`config.mk`:
```
export PLATFORM = sky130hd
export DESIGN_NAME = raid0_stripe_data_switch
export DESIGN_NICKNAME = d
export VERILOG_FILES = /design/src/shared/raid0_switch_pkg.sv /design/src/logic/raid0_stripe_data_switch.sv
export VERILOG_INCLUDE_DIRS = /design/src /design/src/shared
export SDC_FILE = /design/constraint.sdc
export NUM_CORES = 2
export LEC_CHECK = 0
export BUFFER_PORTS_ARGS = -buffer_cell sky130_fd_sc_hd__buf_2
export CAP_MARGIN = 5
export CORE_AREA = 5 5 559 561
export DETAILED_ROUTE_END_ITERATION = 10
export DIE_AREA = 0 0 564 566
export PLACE_DENSITY = 0.33
export SLEW_MARGIN = 20
export SYNTH_ARGS = -nofsm -noshare
export SYNTH_HDL_FRONTEND = slang
export SYNTH_SLANG_ARGS = --single-unit
```
`constraint.sdc`:
```
create_clock -name mclk -period 2.5 [get_ports mclk]
set_input_delay 0.25 -clock mclk [delete_from_list [all_inputs] [get_ports mclk]]
set_output_delay 0.25 -clock mclk [all_outputs]
set_load 0.03 [all_outputs]
```
`src/shared/raid0_switch_defs.svh`:
```
`ifndef RAID0_SWITCH_DEFS_SVH
`define RAID0_SWITCH_DEFS_SVH

`define WORD_W          256
`define LEVEL_W         16
`define LEN_W           48
`define STRIPE_WORDS    16'h0010
`define TWO_STRIPES     16'h0020
`define LAST_BEAT       4'hF
`define SETTLE_LAST     2'h2
`define CHAN_DEPTH_DEF  16'h0400
`define USER_DEPTH_DEF  16'h0400

`endif

```
`src/shared/raid0_switch_pkg.sv`:
```
package raid0_switch_pkg;

    typedef enum logic [2:0] {
        ST_IDLE,
        ST_CENTRAL,
        ST_TRANSFER,
        ST_SETTLE,
        ST_END
    } switch_state_type;

endpackage : raid0_switch_pkg

```
`src/logic/raid0_stripe_data_switch.sv`:
```
`timescale 1ns/10ps
`include "raid0_switch_defs.svh"

module raid0_stripe_data_switch #(
    parameter logic [15:0] CHAN_DEPTH = `CHAN_DEPTH_DEF,
    parameter logic [15:0] USER_DEPTH = `USER_DEPTH_DEF
) (
    input  wire logic                  mclk,
    input  wire logic                  rst_n,
    input  wire logic                  clk_en,
    input  wire logic                  op_start,
    input  wire logic                  op_read,
    input  wire logic [`LEN_W-1:0]     op_len,
    input  wire logic                  op_addr_lsb,
    output logic                       op_busy,
    output logic                       op_done,
    input  wire logic [`LEVEL_W-1:0]   user_tx_fifo_level,
    output logic                       user_tx_fifo_pop,
    input  wire logic [`WORD_W-1:0]    user_tx_fifo_word,
    input  wire logic [`LEVEL_W-1:0]   user_rx_fifo_level,
    output logic                       user_rx_fifo_push,
    output logic [`WORD_W-1:0]         user_rx_fifo_data,
    input  wire logic [2*`LEVEL_W-1:0] chan_tx_fifo_level,
    output logic [1:0]                 chan_tx_fifo_push,
    output logic [`WORD_W-1:0]         chan_tx_fifo_data,
    input  wire logic [2*`LEVEL_W-1:0] chan_rx_fifo_level,
    output logic [1:0]                 chan_rx_fifo_pop,
    input  wire logic [2*`WORD_W-1:0]  chan_rx_fifo_word,
    input  wire logic [1:0]            chan_busy
);

    // ------------------------------------------------------------
    // state
    // ------------------------------------------------------------
    raid0_switch_pkg::switch_state_type state_q;
    raid0_switch_pkg::switch_state_type state_d;

    logic [3:0]              beat_q;
    logic [1:0]              settle_q;
    logic [`LEN_W-1:0]       remain_q;
    logic                    read_mode_q;
    logic                    active_channel_select;
    logic                    next_channel_select;
    logic                    mux_chan_q;
    logic                    mux_read_q;
    logic [`LEVEL_W-1:0]     chan_level_q;
    logic                    sel_d1_q;
    logic                    sel_d2_q;
    logic                    wr_d1_q;
    logic                    wr_d2_q;
    logic                    rd_d1_q;
    logic                    rd_d2_q;
    logic                    done_q;
    logic [`WORD_W-1:0]      tx_word_q;
    logic [2*`WORD_W-1:0]    rx_stage_q;
    logic [`WORD_W-1:0]      rx_word_q;
    logic                    rx_push_q;

    // ------------------------------------------------------------
    // decode
    // ------------------------------------------------------------
    wire in_idle     = (state_q == raid0_switch_pkg::ST_IDLE);
    wire in_central  = (state_q == raid0_switch_pkg::ST_CENTRAL);
    wire in_transfer = (state_q == raid0_switch_pkg::ST_TRANSFER);
    wire in_settle   = (state_q == raid0_switch_pkg::ST_SETTLE);
    wire in_end      = (state_q == raid0_switch_pkg::ST_END);
    wire last_beat   = in_transfer && (beat_q == `LAST_BEAT);
    wire take_start  = in_idle && op_start;

    // registered level only counts once it belongs to this channel/mode
    wire level_fresh = (mux_chan_q == active_channel_select) &&
                       (mux_read_q == read_mode_q);

    wire [`LEVEL_W-1:0] tx_lvl_next = next_channel_select ?
        chan_tx_fifo_level[2*`LEVEL_W-1:`LEVEL_W] :
        chan_tx_fifo_level[`LEVEL_W-1:0];
    wire [`LEVEL_W-1:0] rx_lvl_next = next_channel_select ?
        chan_rx_fifo_level[2*`LEVEL_W-1:`LEVEL_W] :
        chan_rx_fifo_level[`LEVEL_W-1:0];

    wire wr_ready = level_fresh &&
        (user_tx_fifo_level >= `STRIPE_WORDS) &&
        (chan_level_q <= CHAN_DEPTH - `TWO_STRIPES);
    wire rd_ready = level_fresh && (remain_q != '0) &&
        (chan_level_q >= `STRIPE_WORDS) &&
        (user_rx_fifo_level <= USER_DEPTH - `TWO_STRIPES);

    wire remain_last = (remain_q == `LEN_W'h1);

    // ------------------------------------------------------------
    // next state
    // ------------------------------------------------------------
    always_comb begin
        state_d = state_q;
        case (state_q)
            raid0_switch_pkg::ST_IDLE: begin
                if (op_start) begin
                    state_d = raid0_switch_pkg::ST_CENTRAL;
                end
            end
            raid0_switch_pkg::ST_CENTRAL: begin
                if (!read_mode_q) begin
                    if (remain_q == '0) begin
                        state_d = raid0_switch_pkg::ST_IDLE;
                    end else if (wr_ready) begin
                        state_d = raid0_switch_pkg::ST_TRANSFER;
                    end
                end else if (remain_q == '0) begin
                    state_d = raid0_switch_pkg::ST_END;
                end else if (rd_ready) begin
                    state_d = raid0_switch_pkg::ST_TRANSFER;
                end
            end
            raid0_switch_pkg::ST_TRANSFER: begin
                if (beat_q == `LAST_BEAT) begin
                    if (read_mode_q) begin
                        state_d = remain_last ?
                            raid0_switch_pkg::ST_END :
                            raid0_switch_pkg::ST_CENTRAL;
                    end else begin
                        // level still shrinking here, so two stripes
                        // means one is certainly left
                        state_d = (user_tx_fifo_level >= `TWO_STRIPES) ?
                            raid0_switch_pkg::ST_CENTRAL :
                            raid0_switch_pkg::ST_SETTLE;
                    end
                end
            end
            raid0_switch_pkg::ST_SETTLE: begin
                if (settle_q == `SETTLE_LAST) begin
                    state_d = raid0_switch_pkg::ST_CENTRAL;
                end
            end
            raid0_switch_pkg::ST_END: begin
                if (chan_busy == 2'h0) begin
                    state_d = raid0_switch_pkg::ST_IDLE;
                end
            end
            default: begin
                state_d = raid0_switch_pkg::ST_IDLE;
            end
        endcase
    end

    // ------------------------------------------------------------
    // control registers
    // ------------------------------------------------------------
    always_ff @(posedge mclk or negedge rst_n) begin
        if (!rst_n) begin
            state_q  <= raid0_switch_pkg::ST_IDLE;
            beat_q   <= 4'h0;
            settle_q <= 2'h0;
            done_q   <= 1'b0;
        end else if (clk_en) begin
            state_q  <= state_d;
            beat_q   <= in_transfer ? beat_q + 4'h1 : 4'h0;
            settle_q <= in_settle ? settle_q + 2'h1 : 2'h0;
            done_q   <= !in_idle &&
                        (state_d == raid0_switch_pkg::ST_IDLE);
        end
    end

    always_ff @(posedge mclk or negedge rst_n) begin
        if (!rst_n) begin
            remain_q    <= '0;
            read_mode_q <= 1'b0;
        end else if (clk_en) begin
            if (take_start) begin
                remain_q    <= op_len;
                read_mode_q <= op_read;
            end else if (last_beat) begin
                remain_q    <= remain_q - `LEN_W'h1;
            end
        end
    end

    // ------------------------------------------------------------
    // channel selects
    // ------------------------------------------------------------
    always_ff @(posedge mclk or negedge rst_n) begin
        if (!rst_n) begin
            active_channel_select <= 1'b0;
            next_channel_select   <= 1'b0;
        end else if (clk_en) begin
            if (take_start) begin
                active_channel_select <= op_addr_lsb;
                next_channel_select   <= op_addr_lsb;
            end else if (in_transfer) begin
                // look ahead so the level is settled by the next wait
                next_channel_select <= ~active_channel_select;
                if (last_beat) begin
                    active_channel_select <= ~active_channel_select;
                end
            end
        end
    end

    always_ff @(posedge mclk or negedge rst_n) begin
        if (!rst_n) begin
            chan_level_q <= '0;
            mux_chan_q   <= 1'b0;
            mux_read_q   <= 1'b0;
        end else if (clk_en) begin
            chan_level_q <= read_mode_q ? rx_lvl_next : tx_lvl_next;
            mux_chan_q   <= next_channel_select;
            mux_read_q   <= read_mode_q;
        end
    end

    // ------------------------------------------------------------
    // data pipeline
    // ------------------------------------------------------------
    assign user_tx_fifo_pop = clk_en && in_transfer && !read_mode_q;
    assign chan_rx_fifo_pop = {2{clk_en && in_transfer && read_mode_q}} &
        (active_channel_select ? 2'h2 : 2'h1);

    always_ff @(posedge mclk or negedge rst_n) begin
        if (!rst_n) begin
            sel_d1_q <= 1'b0;
            sel_d2_q <= 1'b0;
            wr_d1_q  <= 1'b0;
            wr_d2_q  <= 1'b0;
            rd_d1_q  <= 1'b0;
            rd_d2_q  <= 1'b0;
        end else if (clk_en) begin
            sel_d1_q <= active_channel_select;
            sel_d2_q <= sel_d1_q;
            wr_d1_q  <= user_tx_fifo_pop;
            wr_d2_q  <= wr_d1_q;
            rd_d1_q  <= |chan_rx_fifo_pop;
            rd_d2_q  <= rd_d1_q;
        end
    end

    always_ff @(posedge mclk or negedge rst_n) begin
        if (!rst_n) begin
            tx_word_q  <= '0;
            rx_stage_q <= '0;
            rx_word_q  <= '0;
            rx_push_q  <= 1'b0;
        end else if (clk_en) begin
            if (wr_d1_q) begin
                tx_word_q <= user_tx_fifo_word;
            end
            if (rd_d1_q) begin
                rx_stage_q <= chan_rx_fifo_word;
            end
            if (rd_d2_q) begin
                rx_word_q <= sel_d2_q ?
                    rx_stage_q[2*`WORD_W-1:`WORD_W] :
                    rx_stage_q[`WORD_W-1:0];
            end
            rx_push_q <= rd_d2_q;
        end
    end

    // pushes are gated so a frozen clock never writes twice
    assign chan_tx_fifo_push = {2{clk_en && wr_d2_q}} &
        (sel_d2_q ? 2'h2 : 2'h1);
    assign chan_tx_fifo_data = tx_word_q;
    assign user_rx_fifo_push = clk_en && rx_push_q;
    assign user_rx_fifo_data = rx_word_q;
    assign op_busy           = !in_idle;
    assign op_done           = clk_en && done_q;

    // burst length kept in a counter, the tools choke on long repeats
    logic [`LEVEL_W-1:0] pop_run_q;
    always_ff @(posedge mclk or negedge rst_n) begin
        if (!rst_n) begin
            pop_run_q <= '0;
        end else if (clk_en) begin
            pop_run_q <= user_tx_fifo_pop ? pop_run_q + `LEVEL_W'h1 : '0;
        end
    end
endmodule : raid0_stripe_data_switch

```
After elaboration in Yosys (flattened, before gate mapping). Index checks and enable logic that the tools add are counted.

Word-level logic and storage cells: 101. Register bits: 1110. Input port bits: 920. Memories kept: 0. Bits in read-only memories: 0. Bits in latches: 0. Bits in writable memories: 0. Output and inout bits: 520.

$mul: 0. Shifts and indexed selects: 0. Reduce and logical (&&, ||, !) cells: 32. Magnitude comparators: 5. Bitwise operators: 3. Div/mod/pow operators: 0. Multiplexer cells: 28. Add/sub/neg operators: 3. Equal/unequal tests: 9.

Operators with widths (count): $mux 256 (1); $mux 48 (2); $eq 48x1->1 const B (1); $logic_not 48->1 (1); $mux 16 (3); $reduce_bool 48->1 (1); $sub 48x1->48 const B (1); $mux 3 (11); $ge 16x5->1 const B (2); $le 16x10->1 const B (2); $ge 16x6->1 const B (1); $logic_and 1x1->1 (15); $pmux 3 s5 (1); $reduce_and 2->1 (6); $mux 2 (4); $eq 3x2->1 const B (2); $logic_not 3->1 (2); $mux 1 (5); $add 4x1->4 const B (1); $and 2x2->2 (2); $eq 4x4->1 const B (1); $mux 4 (1); $reduce_bool 2->1 (2); $eq 3x1->1 const B (1); 9 further kinds (11).

Depth between registers and ports, before layout.
Depth after elaboration: 11. Mapped depth: 9.

Least setup slack after synthesis. OpenSTA, ideal clock, no wires.

Path type: register to register. From: register remain_q[5]. To: register remain_q[35]. Buffers on the path: 1. Cell stages (with the launch flop): 8. Required time: 2.374 ns. Slack: 0.295 ns. Setup time: 0.126 ns. Arrival time: 2.079 ns. Cells stage by stage: dfrtp_1 nor4_4 nand3_2 or4_4 buf_6 nor3_2 o21ai_0 a221o_1.

Longest elaborated chain between the ends: 3.

Ends and longest elaborated chain: start, declared (RTL line raid0_stripe_data_switch.sv:40) `` logic [`LEN_W-1:0] remain_q; ``; start signal, assigned (RTL line raid0_stripe_data_switch.sv:169) `remain_q <= op_len;`; start signal, assigned (RTL line raid0_stripe_data_switch.sv:172) `` remain_q <= remain_q - `LEN_W'h1; ``; $sub 48x1->48 (RTL line raid0_stripe_data_switch.sv:172); $mux 48 (RTL line raid0_stripe_data_switch.sv:171) `end else if (last_beat) begin`; $mux 48 (RTL line raid0_stripe_data_switch.sv:168) `if (take_start) begin`.

Every way passes these cells. The select of a mux whose other input is x is not followed. A chain may end at the register's enable or synchronous reset.

Worst setup path after layout.
From: register remain_q[4]. To: register remain_q[35].

The elaborated chain is that of the path after synthesis.

==> impl_metrics.toml <==
[worst_setup_path]
critical_path_class = "reg -> reg"
r2r_end = "remain_q[35]$_DFFE_PN0P_"
reg2reg_depth = 7
required_ps = 3160
r2r-start = "remain_q[4]$_DFFE_PN0P_"
end_kind = "register"
critPathArrivalTime_ps = 3030
cp-start-kind = "register"
cp_max_fo = 9
r2r_setup_slack_ps = 140

[routing]
wl_met1_mm = 92.5
first_pass_iters = 7
drt-wirelength-per-cell_um = 21.5
drt_iter0_markers = 1496
routed-wl-met3_mm = 16.4
num_vias = 36425
antenna_left = 0
via_per_inst = 3.65
drc = 0
routed_wirelength_mm = 215
dr_wl_met2_mm = 101
top_layer = "met5"

[placed_design]
dp.cells = 8836
place_congestion = 0.910
io_buffers = 1439
dp_hpwl_mm = 168

[grt]
first_global_vias = 39804
grt_max_degree = 140
grt_pass1_wl_mm = 304
grtUsageTotal = 0.130
grt.overflow.total = 0
antenna_found_initial = 50

[synthesis]
synth_area_per_cell_um2 = 13.6
async_flop_share = 1.00
synth_edf_count = 0
ys_seq_area_frac = 0.616
syn_area_um2 = 45100
synth_ff_type = "dfrtp_1"
syn-num-nets = 4232
synthCells = 3307
ys_ff_latch = 1110
yosys_warnings = 0
ys_types = 71

[finish]
final_common_cell = "buf_2"
layout_common_cells = "buf_2, dfrtp_1, dlygate4sd3_1"
fin_nets = 6652
area_delta_synth_final_pct = 59.4
drive_above_1_share = 0.458
finalNonFillerCells = 9977

[clock_tree]
h-tree-depth = 4
clk_pin_slew_ps = 60
cts.sinks = 1110
cts_buffers = 151
clockBufferDepth = 4
tritoncts = "done"
clk_latency_ps = 810
cts-root-buf = "clkbuf_16"

[power]
cellLeakagePower_nw = 32.7
power.internal_mw = 52.5
p_sw_frac = 0.402
share_seq_of_total_power = 0.366
p_comb_frac = 0.398
p_sw_mw = 35.3
ir_drop_mv = 0.633
power_density_nw_per_um2 = 1220
pwr-share-clk = 0.236

[worst_hold_path]
hp-class = "in -> reg"
min_to = "remain_q[1]$_DFFE_PN0P_"
hold_depth = 4
holdCritStartpoint = "op_start"

[die]
io_pins = 1440
die_area_um2 = 319000
core_um2 = 307000
fp.dieH_um = 566
start_util = 0.147
die_width_um = 564
rows = 204

[sta]
period_share = 0.945
finalSetupViolations = 0
setup-tns-final_ps = 0
maxSlewViolCount = 0
skew_ps = 55.5
post-route-min-period_ps = 2360
finalHoldViolations = 0
tightest_slew_ps = 832
rsz0062_at_grt = "false"
timing.fmax_mhz = 423
max-slew-margin-rel = 0.445

[run_status]
status = "finished, final reports clean"

[flow_run]
max_cap_viol_count = 0
-- cells in the mapped netlist, drive strengths merged, types with 10 or more instances --
library cell | count | area [µm²]
buf | 12 | 58.8
and3 | 10 | 65.1
mux2 | 789 | 8880
nand2 | 49 | 184
dfrtp | 1110 | 27800
mux2i | 258 | 2580
or4 | 10 | 80.1
o22ai | 12 | 75.1
clkbuf | 195 | 732
nand3 | 24 | 125
inv | 17 | 63.8
mux4 | 16 | 360
nor4 | 21 | 180
nor2 | 308 | 1160
nor3 | 20 | 110
a21oi | 305 | 1530
o21ai | 33 | 165
or3 | 14 | 87.6
-- timing repair --
item                                    in CTS  in global routing
resized for setup                           14                  7
endpoints found under the hold margin     1589                  0
buffers inserted                             4                  1
pin swaps                                    2                  2
cloned                                       0                  0
hold buffers                               854                  0
endpoints found under the setup margin       3                 11
-- sequential cells by signal, summed over array words and instances (netlist names), 2 cells and up --
signal and count:
chan_tx_fifo_data 256, rx_stage_q 512, user_rx_fifo_data 256, settle_q 2, beat_q 4, remain_q 48
chan_level_q 16, state_q 3
-- power groups by stage --
stage                     Sequential [mW]  Clock [mW]  Combinational (mW)
after floorplan                      39.2           0                12.4
after detailed placement             32.5           0                34.4
after global routing                 33.3        22.4                37.7
after CTS                            32.3        21.7                35.9
final                                32.2        20.7                34.9
after global placement               32.4           0                34.2
-- cells by family after synthesis --
logic type,after synthesis,share of synthesized area
compound gates,421,0.0522
xor+xnor,1,0.000194
fa+ha+maj,5,0.00139
buf+inv,225,0.0190
flops,1110,0.616
mux,1063,0.262
simple gates,482,0.0487
-- layout make-up --
| cell class | count | area (µm²) |
|---|---|---|
| fill | 33192 | 235000 |
| clock buffer | 218 | 4280 |
| antenna | 34 | 85.1 |
| clock inverter | 31 | 330 |
| inverter | 18 | 71.3 |
| sequential | 1110 | 27800 |
| timing repair buffer | 2474 | 17600 |
| multi-input combinational | 1972 | 16500 |
| tap | 4120 | 5150 |
-- stage by stage --
stage                     power, mW  setup WS (ps)  hold WS, ps   util  cell area, µm²
after floorplan                51.7            295        -45.6      -           45100
after global placement         66.6           93.1          271  0.190           58500
after detailed placement       66.9            107          274  0.190           58500
after CTS                      90.0           8.65         31.0  0.233           71700
after global routing           93.4           4.15         66.2  0.234           71800
final                          87.8            137          117  0.234           71800
-- how the worst max path moves through the flow --
stage	startpoint	end	slack (ps)	cells past startpoint
after floorplan	remain_q[5]$_DFFE_PN0P_	remain_q[35]$_DFFE_PN0P_	290	7
after global placement	remain_q[18]$_DFFE_PN0P_	remain_q[43]$_DFFE_PN0P_	90	6
after detailed placement	remain_q[18]$_DFFE_PN0P_	remain_q[31]$_DFFE_PN0P_	110	6
after CTS	state_q[0]$_DFFE_PN0P_	chan_rx_fifo_pop[1]	9	4
after global routing	state_q[0]$_DFFE_PN0P_	chan_rx_fifo_pop[1]	4	4
final	remain_q[4]$_DFFE_PN0P_	remain_q[35]$_DFFE_PN0P_	140	7
-- worst max-delay path, cell delays in order, from the launching register on --
cell     delay (ps)
dfrtp_1         420
nor4_4          340
nand3_2         150
or4_4           630
buf_4           200
nor3_2          100
o21ai_0         100
a221o_1         310
-- layer usage --
layer  GRT usage  vias up
li1            -    16693
met1       0.167    18316
met2       0.216     1135
met3      0.0383      257
met4      0.0264       24
met5           0        -
Power figures use the tool's default switching activity.
